===== src/sergrp_params.svh =====
// Constants for the status event reporting groups: command codes, bit map, masks, defaults.
`ifndef SERGRP_PARAMS_SVH
`define SERGRP_PARAMS_SVH

// Register width of every status register.
`define SERGRP_REG_W            16
`define SERGRP_CMD_W            5

// Command codes. Codes 01 to 08 address the operation group, 09 to 10 the questionable group.
`define SERGRP_CMD_NOP          5'h00
`define SERGRP_CMD_OP_COND_RD   5'h01
`define SERGRP_CMD_OP_RISE_WR   5'h02
`define SERGRP_CMD_OP_RISE_RD   5'h03
`define SERGRP_CMD_OP_FALL_WR   5'h04
`define SERGRP_CMD_OP_FALL_RD   5'h05
`define SERGRP_CMD_OP_EVT_RD    5'h06
`define SERGRP_CMD_OP_ENA_WR    5'h07
`define SERGRP_CMD_OP_ENA_RD    5'h08
`define SERGRP_CMD_QU_COND_RD   5'h09
`define SERGRP_CMD_QU_RISE_WR   5'h0A
`define SERGRP_CMD_QU_RISE_RD   5'h0B
`define SERGRP_CMD_QU_FALL_WR   5'h0C
`define SERGRP_CMD_QU_FALL_RD   5'h0D
`define SERGRP_CMD_QU_EVT_RD    5'h0E
`define SERGRP_CMD_QU_ENA_WR    5'h0F
`define SERGRP_CMD_QU_ENA_RD    5'h10
`define SERGRP_CMD_CLEAR_STATUS 5'h11
`define SERGRP_CMD_PRESET       5'h12

// Operation group bit positions.
`define SERGRP_OP_CALIBRATING   0
`define SERGRP_OP_MEASURING     4
`define SERGRP_OP_STATISTICS    8
`define SERGRP_OP_INT_REF       9
`define SERGRP_OP_IN_LIMIT      10

// Masks of condition bits (filtered) and of all usable bits per group.
`define SERGRP_OP_COND_MASK     16'h0311
`define SERGRP_OP_USED_MASK     16'h0711
`define SERGRP_QU_COND_MASK     16'h7FFF
`define SERGRP_QU_USED_MASK     16'h7FFF

// Status byte positions of the two summary bits.
`define SERGRP_SB_OPERATION     7
`define SERGRP_SB_QUESTIONABLE  3

// Default number of measurements per statistics block.
`define SERGRP_STATS_N_DEFAULT  16'h0064

`endif


===== src/sergrp_pkg.sv =====
// Types shared by the status event reporting groups.
package sergrp_pkg;
  `include "sergrp_params.svh"

  typedef logic [`SERGRP_REG_W-1:0] sergrp_word_t;

  typedef enum logic [1:0] {
    SERGRP_ST_IDLE    = 2'b01,
    SERGRP_ST_COLLECT = 2'b10
  } sergrp_stats_state_t;
endpackage


===== src/sergrp_group.sv =====
// One status group: transition filters, sticky event register, enable register, summary.
`timescale 1ns/100ps
module sergrp_group
  import sergrp_pkg::*;
#(
  parameter int          WIDTH     = 16,
  parameter logic [15:0] COND_MASK = 16'h7FFF,
  parameter logic [15:0] USED_MASK = 16'h7FFF
)
(
  // Clock and reset
  input  wire logic             sys_clk,
  input  wire logic             rst,
  // Live condition and direct event sources
  input  wire logic [WIDTH-1:0] cond,
  input  wire logic [WIDTH-1:0] direct_set,
  // Commands
  input  wire logic             wr_rise,
  input  wire logic             wr_fall,
  input  wire logic             wr_enable,
  input  wire logic [WIDTH-1:0] wdata,
  input  wire logic             clr_event,
  input  wire logic             preset,
  // Register contents
  output logic      [WIDTH-1:0] rise_q,
  output logic      [WIDTH-1:0] fall_q,
  output logic      [WIDTH-1:0] enable_q,
  output logic      [WIDTH-1:0] event_q,
  output logic                  summary_q
);

  if (WIDTH != 16)
  begin : g_width_check
    $error("sergrp_group supports only 16-bit status registers");
  end

  logic [WIDTH-1:0] cond_prev_q;
  logic [WIDTH-1:0] cond_prev_d;
  logic [WIDTH-1:0] rise_d;
  logic [WIDTH-1:0] fall_d;
  logic [WIDTH-1:0] enable_d;
  logic [WIDTH-1:0] event_d;
  logic [WIDTH-1:0] set_bits;
  logic             summary_d;

  always_comb
  begin
    cond_prev_d = cond & COND_MASK;
    rise_d      = rise_q;
    fall_d      = fall_q;
    enable_d    = enable_q;
    // Filters survive clear-status and queries; only preset or a write changes them.
    if (preset)
    begin
      rise_d = COND_MASK;
      fall_d = '0;
    end
    else
    begin
      if (wr_rise)
        rise_d = wdata & COND_MASK;
      if (wr_fall)
        fall_d = wdata & COND_MASK;
    end
    if (preset)
      enable_d = '0;
    else if (wr_enable)
      enable_d = wdata & USED_MASK;
    // Rising edges pass the positive filter, falling edges the negative one.
    set_bits = ((cond_prev_d & ~cond_prev_q & rise_q)
              | (~cond_prev_d & cond_prev_q & fall_q)
              | (direct_set & ~COND_MASK))
              & USED_MASK;
    // A new event in the clearing cycle is kept, so nothing is lost by a read.
    event_d   = (clr_event ? '0 : event_q) | set_bits;
    // Summary is registered from the next values, so it matches the registers every cycle.
    summary_d = |(event_d & enable_d);
  end

  always_ff @(posedge sys_clk)
  begin
    if (rst)
    begin
      // Track the live condition through reset, so its level is not taken as an edge.
      cond_prev_q <= cond_prev_d;
      rise_q      <= COND_MASK;
      fall_q      <= '0;
      enable_q    <= '0;
      event_q     <= '0;
      summary_q   <= 1'b0;
    end
    else
    begin
      cond_prev_q <= cond_prev_d;
      rise_q      <= rise_d;
      fall_q      <= fall_d;
      enable_q    <= enable_d;
      event_q     <= event_d;
      summary_q   <= summary_d;
    end
  end

endmodule


===== src/sergrp_top.sv =====
// Operation and questionable status reporting groups with their command port.
//
// Functional notes
// - Two groups, each with five status registers.
// - Condition registers follow hardware status continuously.
// - Reading a condition register has no effects.
// - Positive filter alone: event on rising condition.
// - Negative filter alone: event on falling condition.
// - Both filters set: event on any change.
// - Both filters clear: no transition events reported.
// - Filters kept by clear and queries, preset reloads.
// - Event bits stay set until read or cleared.
// - Event query returns then clears; clear-status clears.
// - Only enabled events reach the summary bit.
// - Preset and power-on clear enable registers.
// - Bit 0 high while calibrating.
// - Bit 4 high while measuring.
// - Missing selected external reference suppresses measuring bit.
// - Bit 8 high across an N-measurement statistics block.
// - Bit 9 high while internal reference used.
// - Bit 10 set on each passed limit test.
// - In-limit event bypasses the transition filters.
// - Bit 15 of every register reads zero.
// - Operation summary drives status byte bit 7.
// - Questionable summary drives status byte bit 3.
`timescale 1ns/100ps
`include "sergrp_params.svh"
module sergrp_top
  import sergrp_pkg::*;
#(
  parameter int STATS_W = 16
)
(
  // Clock and reset
  input  wire logic                      sys_clk,
  input  wire logic                      rst,
  // Command port from the remote interface parser
  input  wire logic                      cmd_valid,
  input  wire logic [`SERGRP_CMD_W-1:0]  cmd_code,
  input  wire logic [`SERGRP_REG_W-1:0]  cmd_wdata,
  output logic                           rsp_valid_q,
  output logic      [`SERGRP_REG_W-1:0]  rsp_data_q,
  // Instrument state pins, asynchronous to sys_clk
  input  wire logic                      calibrating_pin,
  input  wire logic                      measuring_pin,
  input  wire logic                      ext_ref_explicit_pin,
  input  wire logic                      ref_auto_pin,
  input  wire logic                      ext_ref_present_pin,
  input  wire logic [`SERGRP_REG_W-1:0]  quest_cond_pin,
  // On-chip sources on sys_clk
  input  wire logic                      stats_enable,
  input  wire logic [STATS_W-1:0]        stats_count,
  input  wire logic                      limit_pass,
  input  wire logic [`SERGRP_REG_W-1:0]  quest_event_set,
  // Summary outputs toward the status byte
  output logic                           operation_summary_bit_q,
  output logic                           questionable_summary_bit_q,
  output logic      [7:0]                status_byte_bits_q
);

  if (STATS_W < 1 || STATS_W > 32)
  begin : g_stats_w_check
    $error("sergrp_top STATS_W must be 1 to 32");
  end

  // Two-stage synchronisers for all pins, left unreset so that no false edge follows reset.
  localparam int PIN_W = 5 + `SERGRP_REG_W;
  logic [PIN_W-1:0] pin_meta_q;
  logic [PIN_W-1:0] pin_sync_q;
  logic [PIN_W-1:0] pin_raw;

  assign pin_raw = {quest_cond_pin, ext_ref_present_pin, ref_auto_pin,
                    ext_ref_explicit_pin, measuring_pin, calibrating_pin};

  always_ff @(posedge sys_clk)
  begin
    pin_meta_q <= pin_raw;
    pin_sync_q <= pin_meta_q;
  end

  logic                     cal_s;
  logic                     meas_s;
  logic                     ext_explicit_s;
  logic                     ref_auto_s;
  logic                     ext_present_s;
  logic [`SERGRP_REG_W-1:0] quest_cond_s;

  assign cal_s          = pin_sync_q[0];
  assign meas_s         = pin_sync_q[1];
  assign ext_explicit_s = pin_sync_q[2];
  assign ref_auto_s     = pin_sync_q[3];
  assign ext_present_s  = pin_sync_q[4];
  assign quest_cond_s   = pin_sync_q[PIN_W-1:5];

  // Reference and measuring qualification.
  logic ext_in_use;
  logic meas_reported;

  always_comb
  begin
    // Automatic selection takes the external reference only while it is present.
    if (ref_auto_s)
      ext_in_use = ext_present_s;
    else
      ext_in_use = ext_explicit_s;
    // A missing explicitly chosen reference hides measuring, only while automatic selection is off.
    meas_reported = meas_s & ~(~ref_auto_s & ext_explicit_s & ~ext_present_s);
  end

  // Statistics block tracking: counts finished measurements up to the block size.
  sergrp_stats_state_t  stats_state_q;
  sergrp_stats_state_t  stats_state_d;
  logic [STATS_W-1:0]   stats_done_q;
  logic [STATS_W-1:0]   stats_done_d;
  logic                 meas_prev_q;
  logic                 meas_prev_d;
  logic                 meas_start;
  logic                 meas_end;

  always_comb
  begin
    meas_prev_d   = meas_reported;
    meas_start    = meas_reported & ~meas_prev_q;
    meas_end      = ~meas_reported & meas_prev_q;
    stats_state_d = stats_state_q;
    stats_done_d  = stats_done_q;
    case (stats_state_q)
      SERGRP_ST_IDLE:
      begin
        if (stats_enable && meas_start)
        begin
          stats_state_d = SERGRP_ST_COLLECT;
          stats_done_d  = '0;
        end
      end
      SERGRP_ST_COLLECT:
      begin
        if (!stats_enable)
          stats_state_d = SERGRP_ST_IDLE;
        else if (meas_end)
        begin
          // A block size of zero or one ends with the first finished measurement.
          if (stats_done_q + STATS_W'(1) >= stats_count)
            stats_state_d = SERGRP_ST_IDLE;
          else
            stats_done_d = stats_done_q + STATS_W'(1);
        end
      end
      default:
      begin
        stats_state_d = SERGRP_ST_IDLE;
        stats_done_d  = '0;
      end
    endcase
  end

  always_ff @(posedge sys_clk)
  begin
    if (rst)
    begin
      stats_state_q <= SERGRP_ST_IDLE;
      stats_done_q  <= '0;
      meas_prev_q   <= 1'b0;
    end
    else
    begin
      stats_state_q <= stats_state_d;
      stats_done_q  <= stats_done_d;
      meas_prev_q   <= meas_prev_d;
    end
  end

  // Operation condition register, rebuilt every cycle from the live state.
  logic [`SERGRP_REG_W-1:0] op_cond;
  logic [`SERGRP_REG_W-1:0] op_direct;

  always_comb
  begin
    op_cond                         = '0;
    op_cond[`SERGRP_OP_CALIBRATING] = cal_s;
    op_cond[`SERGRP_OP_MEASURING]   = meas_reported;
    op_cond[`SERGRP_OP_STATISTICS]  = (stats_state_q == SERGRP_ST_COLLECT);
    op_cond[`SERGRP_OP_INT_REF]     = ~ext_in_use;
    op_direct                       = '0;
    op_direct[`SERGRP_OP_IN_LIMIT]  = limit_pass;
  end

  // Command decode into one-cycle strobes.
  logic cmd_cls;
  logic cmd_preset;
  logic op_rise_wr;
  logic op_fall_wr;
  logic op_ena_wr;
  logic op_evt_rd;
  logic qu_rise_wr;
  logic qu_fall_wr;
  logic qu_ena_wr;
  logic qu_evt_rd;

  always_comb
  begin
    cmd_cls    = cmd_valid && (cmd_code == `SERGRP_CMD_CLEAR_STATUS);
    cmd_preset = cmd_valid && (cmd_code == `SERGRP_CMD_PRESET);
    op_rise_wr = cmd_valid && (cmd_code == `SERGRP_CMD_OP_RISE_WR);
    op_fall_wr = cmd_valid && (cmd_code == `SERGRP_CMD_OP_FALL_WR);
    op_ena_wr  = cmd_valid && (cmd_code == `SERGRP_CMD_OP_ENA_WR);
    op_evt_rd  = cmd_valid && (cmd_code == `SERGRP_CMD_OP_EVT_RD);
    qu_rise_wr = cmd_valid && (cmd_code == `SERGRP_CMD_QU_RISE_WR);
    qu_fall_wr = cmd_valid && (cmd_code == `SERGRP_CMD_QU_FALL_WR);
    qu_ena_wr  = cmd_valid && (cmd_code == `SERGRP_CMD_QU_ENA_WR);
    qu_evt_rd  = cmd_valid && (cmd_code == `SERGRP_CMD_QU_EVT_RD);
  end

  // The two groups.
  logic [`SERGRP_REG_W-1:0] op_rise;
  logic [`SERGRP_REG_W-1:0] op_fall;
  logic [`SERGRP_REG_W-1:0] op_ena;
  logic [`SERGRP_REG_W-1:0] op_evt;
  logic                     op_sum;
  logic [`SERGRP_REG_W-1:0] qu_rise;
  logic [`SERGRP_REG_W-1:0] qu_fall;
  logic [`SERGRP_REG_W-1:0] qu_ena;
  logic [`SERGRP_REG_W-1:0] qu_evt;
  logic                     qu_sum;

  sergrp_group #(
    .WIDTH     (`SERGRP_REG_W),
    .COND_MASK (`SERGRP_OP_COND_MASK),
    .USED_MASK (`SERGRP_OP_USED_MASK)
  ) u_operation (
    .sys_clk    (sys_clk),
    .rst        (rst),
    .cond       (op_cond),
    .direct_set (op_direct),
    .wr_rise    (op_rise_wr),
    .wr_fall    (op_fall_wr),
    .wr_enable  (op_ena_wr),
    .wdata      (cmd_wdata),
    .clr_event  (op_evt_rd | cmd_cls),
    .preset     (cmd_preset),
    .rise_q     (op_rise),
    .fall_q     (op_fall),
    .enable_q   (op_ena),
    .event_q    (op_evt),
    .summary_q  (op_sum)
  );

  sergrp_group #(
    .WIDTH     (`SERGRP_REG_W),
    .COND_MASK (`SERGRP_QU_COND_MASK),
    .USED_MASK (`SERGRP_QU_USED_MASK)
  ) u_questionable (
    .sys_clk    (sys_clk),
    .rst        (rst),
    .cond       (quest_cond_s & `SERGRP_QU_COND_MASK),
    .direct_set (quest_event_set),
    .wr_rise    (qu_rise_wr),
    .wr_fall    (qu_fall_wr),
    .wr_enable  (qu_ena_wr),
    .wdata      (cmd_wdata),
    .clr_event  (qu_evt_rd | cmd_cls),
    .preset     (cmd_preset),
    .rise_q     (qu_rise),
    .fall_q     (qu_fall),
    .enable_q   (qu_ena),
    .event_q    (qu_evt),
    .summary_q  (qu_sum)
  );

  // Query answers, one cycle after the command. The event answer is the value
  // before the clear, so no event escapes between read and clear.
  logic                     rsp_valid_d;
  logic [`SERGRP_REG_W-1:0] rsp_data_d;

  always_comb
  begin
    rsp_valid_d = 1'b0;
    rsp_data_d  = '0;
    if (cmd_valid)
    begin
      rsp_valid_d = 1'b1;
      case (cmd_code)
        `SERGRP_CMD_OP_COND_RD: rsp_data_d = op_cond;
        `SERGRP_CMD_OP_RISE_RD: rsp_data_d = op_rise;
        `SERGRP_CMD_OP_FALL_RD: rsp_data_d = op_fall;
        `SERGRP_CMD_OP_EVT_RD:  rsp_data_d = op_evt;
        `SERGRP_CMD_OP_ENA_RD:  rsp_data_d = op_ena;
        `SERGRP_CMD_QU_COND_RD: rsp_data_d = quest_cond_s & `SERGRP_QU_COND_MASK;
        `SERGRP_CMD_QU_RISE_RD: rsp_data_d = qu_rise;
        `SERGRP_CMD_QU_FALL_RD: rsp_data_d = qu_fall;
        `SERGRP_CMD_QU_EVT_RD:  rsp_data_d = qu_evt;
        `SERGRP_CMD_QU_ENA_RD:  rsp_data_d = qu_ena;
        default:                rsp_valid_d = 1'b0;
      endcase
    end
  end

  always_ff @(posedge sys_clk)
  begin
    if (rst)
    begin
      rsp_valid_q <= 1'b0;
      rsp_data_q  <= '0;
    end
    else
    begin
      rsp_valid_q <= rsp_valid_d;
      rsp_data_q  <= rsp_data_d & 16'h7FFF;
    end
  end

  // Summary bits into the status byte, registered once more after the group summary flops.
  logic [7:0] sb_d;

  always_comb
  begin
    sb_d                          = '0;
    sb_d[`SERGRP_SB_OPERATION]    = op_sum;
    sb_d[`SERGRP_SB_QUESTIONABLE] = qu_sum;
  end

  assign operation_summary_bit_q    = op_sum;
  assign questionable_summary_bit_q = qu_sum;

  // Kept as a flop copy of the group summaries; lags them by one cycle.
  always_ff @(posedge sys_clk)
  begin
    if (rst)
      status_byte_bits_q <= '0;
    else
      status_byte_bits_q <= sb_d;
  end

endmodule


===== config.mk =====
export PLATFORM = sky130hd
export DESIGN_NAME = sergrp_top
export DESIGN_NICKNAME = d
export VERILOG_FILES = /design/src/sergrp_pkg.sv /design/src/sergrp_group.sv /design/src/sergrp_top.sv
export VERILOG_INCLUDE_DIRS = /design/src /design/src/src
export SDC_FILE = /design/constraint.sdc
export NUM_CORES = 1
export LEC_CHECK = 0
export BUFFER_PORTS_ARGS = -buffer_cell sky130_fd_sc_hd__buf_2
export CAP_MARGIN = 20
export CORE_MARGIN = 2
export CORE_UTILIZATION = 35
export CTS_CLUSTER_DIAMETER = 200
export DETAILED_ROUTE_END_ITERATION = 10
export PLACE_DENSITY = 0.64
export SETUP_SLACK_MARGIN = 0.5
export SLEW_MARGIN = 10
export SYNTH_ARGS = -nofsm -noshare
export SYNTH_HDL_FRONTEND = slang
export SYNTH_SLANG_ARGS = --single-unit

===== constraint.sdc =====
create_clock -name sys_clk -period 3.5 [get_ports sys_clk]
set_input_delay 0.525 -clock sys_clk [delete_from_list [all_inputs] [get_ports sys_clk]]
set_output_delay 0.525 -clock sys_clk [all_outputs]
set_load 0.02 [all_outputs]

==> reports/summary.txt <==
Outcome = completed
Post-synthesis sequential area ratio = 0.512
Synthesized area per cell = 9.36 µm²
Final min period = 2880 ps
Post-DP Area = 8480 µm²
XOR/XNOR share of the synthesized area = 0.0157
Critical path depth = 12
CTS Buffer Depth = 2
Cts-stage hold buffer count = 0
Drt wl/cell = 17.8 µm
DR vias = 6460
Critical Path Source Type = flop
Final Max Tran Viols = 0
Reg clk slew, reported paths = 80 ps
DP Wirelength = 14300 µm
Ranking of synthesized cells by area = dfxtp_1, nand2_1, mux2i_1
Post-synth EDFFs = 0
Crit path required time = 3840 ps
Predominant post-synthesis flop cell = dfxtp_1
Crit-path slowest cell = dfxtp_4
Largest net degree at the start of global routing = 26
Maximum clock frequency = 0.347 GHz
Detailed-route DRC error count = 0
Mux share of post-synthesis cell area = 0.0384
Worst vdd ir = 0.000321 V
Sink Count = 200
Post-Route WL = 21400 µm
FF+latch count, synth = 200
Effective utilization at floorplan = 0.358
Max capacitance violation total = 0
Max H-tree Level = 4
Worst path top cell family by delay = simple AND/OR/NAND/NOR gates
Area growth from synthesis to layout = 17.6%
Top-count cell post-synth = dfxtp_1
Number of global-route vias before repair = 6123
Pleak = 3.77 nW
Post-route cell area = 9210 µm²
Post-Syn Area = 7830 µm²
Num ports = 106
Initial drt markers = 653
Synth area leader = dfxtp_1
Hold/Removal Path Class = in -> reg
Die area = 23600 µm²
Diode count = 0
Initial antenna violation count = 0
PwrDens = 504 nW/µm²
CP max FO = 5
Fin. Hold Viols = 0
Die Ht = 154 µm
Util after Layout = 0.421
R2R cell count = 12
Largest family of logic cells by synthesized area = simple AND/OR/NAND/NOR gates
Worst-path cell chain = ha_4, and3_1, and3_4, buf_4, nand3_1, xnor2_1, ha_1, nand4_1, a311o_1, a21o_1, and2_1, o211a_1
Gr usage total = 0.181
Clk Latency, worst-skew pair = 440 ps
Simple-gate portion of the synthesized area = 0.200
Std-Cell Rows = 54
GP Congestion = 0.844
Worst rel slew slack = 0.270
First-pass GRT wire length = 33900 µm
Mapped Cells = 836
Fraction of layout cells with a size suffix above 1 = 0.170
RSZ-0062 raised after global routing = no
Worst path max stage delay = 390 ps
DIE WIDTH = 154 µm
Hold Crit Depth = 1
Final Power = 4.64 mW
WP data arrival = 3220 ps
Ys Warns = 0
Critical path class = reg -> reg
CORE AREA = 21900 µm²
Async SR Flop Fraction = 0
Setup Skew = 8.90 ps
Post-synth top area share = 0.512
Antenna-violating nets left = 0
Final nets = 1007
# placed instances = 1169
Synth cell count leaders = dfxtp_1, nand2_1, nor2_1
Via density = 5.37
Synth cell types = 57
Critical Path End Type = flop
DR pass1 iterations = 7
Congestion Overflow GR = 0
Final cell count without fillers = 1204
CTS tree = built
Number of port buffers = 80
Crit share post-route = 0.824
CTS buffer count = 17
Final setup TNS = 0 ps
Final setup violating endpoints = 0
Buffers & Inverters on Critical Path = 1
Adder-cell share of the synthesized area = 0.0272
Worst-margin pin slew = 1090 ps
CTS Root Cell = clkbuf_16
Post-synthesis compound-gate area fraction = 0.158
## per-layer routing
metal  GRT usage  routed length (µm)  up-vias
met5           0                   0        -
met4      0.0603                 335        0
met3      0.0344                1440       34
met2       0.277                9570      250
met1       0.258               10100     3033
li1            -                   -     3143
## sequential cells by signal, indices dropped and copies added (netlist names)
name                        count
pin_meta_q                     20
pin_sync_q                     20
stats_done_q                   16
u_operation.enable_q           16
u_operation.event_q            16
u_questionable.enable_q        16
u_questionable.event_q         16
rsp_data_q                     15
u_questionable.cond_prev_q     15
u_questionable.fall_q          15
u_questionable.rise_q          15
u_operation.cond_prev_q         4
u_operation.fall_q              4
u_operation.rise_q              4
stats_state_q                   2
status_byte_bits_q              2
meas_prev_q                     1
rsp_valid_q                     1
u_operation.summary_q           1
u_questionable.summary_q        1
## worst paths after layout
path | from | end | slack, ps
max | stats_done_q[0]$_SDFFE_PP0P_ | stats_state_q[1]$_SDFFE_PP0P_ | 620
min | quest_cond_pin[1] | pin_meta_q[6]$_DFF_P_ | 180
max reg2reg | stats_done_q[0]$_SDFFE_PP0P_ | stats_state_q[1]$_SDFFE_PP0P_ | 620
min reg2reg | pin_meta_q[2]$_DFF_P_ | pin_sync_q[2]$_DFF_P_ | 330
## cell type report
class	instances	area [µm²]
Multi-Input combinational cell	561	3550
Inverter	30	113
Timing Repair Buffer	101	562
Clock inverter	14	178
Tap cell	280	350
Sequential cell	200	4010
Clock buffer	18	439
Fill cell	2172	12700
## kinds of logic after synthesis
kind of cell    after synthesis
compound gates              182
xor+xnor                     14
fa+ha+maj                    17
buf+inv                      82
flops                       200
mux                          30
other cells                   1
simple gates                310
## worst reg2reg max path, cell delays in order, from the launching register on
cell and delay (ps):
dfxtp_4 390, ha_4 150, and3_1 190, and3_4 210, buf_4 130, nand3_1 150
xnor2_1 180, ha_1 280, nand4_1 120, a311o_1 330, a21o_1 260, and2_1 180
o211a_1 210
## through the flow
step           setup slack, ps  hold WS, ps
2_1_floorplan              571          310
3_3_place_gp               399          311
3_5_place_dp               385          312
4_1_cts                    552          163
5_1_grt                    499          158
6_report                   615          181
## layout by cell type (no fill, tap or decap), drive strengths merged, types with 4 or more instances in the layout
master	instances
nor3	8
nand3b	21
nor4	4
ha	17
o32ai	5
nand2b	7
nand4	16
conb	7
nor2b	8
dfxtp	200
buf	101
and3	19
xor2	7
nand2	100
and2	13
clkinv	6
o22ai	7
a31oi	16
nor2	59
o21ai	22
a21oi	55
nand3	36
inv	36
a22oi	28
a22o	10
a221oi	10
mux2i	30
xnor2	7
clkbuf	18
a222oi	12
## power breakdown
| group | switching [mW] | internal, mW | total [mW] |
|---|---|---|---|
| clock | 0.971 | 1.05 | 2.02 |
| sequential | 0.0330 | 2.34 | 2.37 |
| combinational | 0.161 | 0.0886 | 0.250 |
| total | 1.17 | 3.47 | 4.64 |
## repair_timing
item,4_1_cts,5_1_grt
setup endpoints to repair,16,18
pin swaps,1,4
gates resized for setup,6,11
setup buffers,1,1
gates cloned,0,1
No activity file was read; power rests on OpenSTA's default activity.
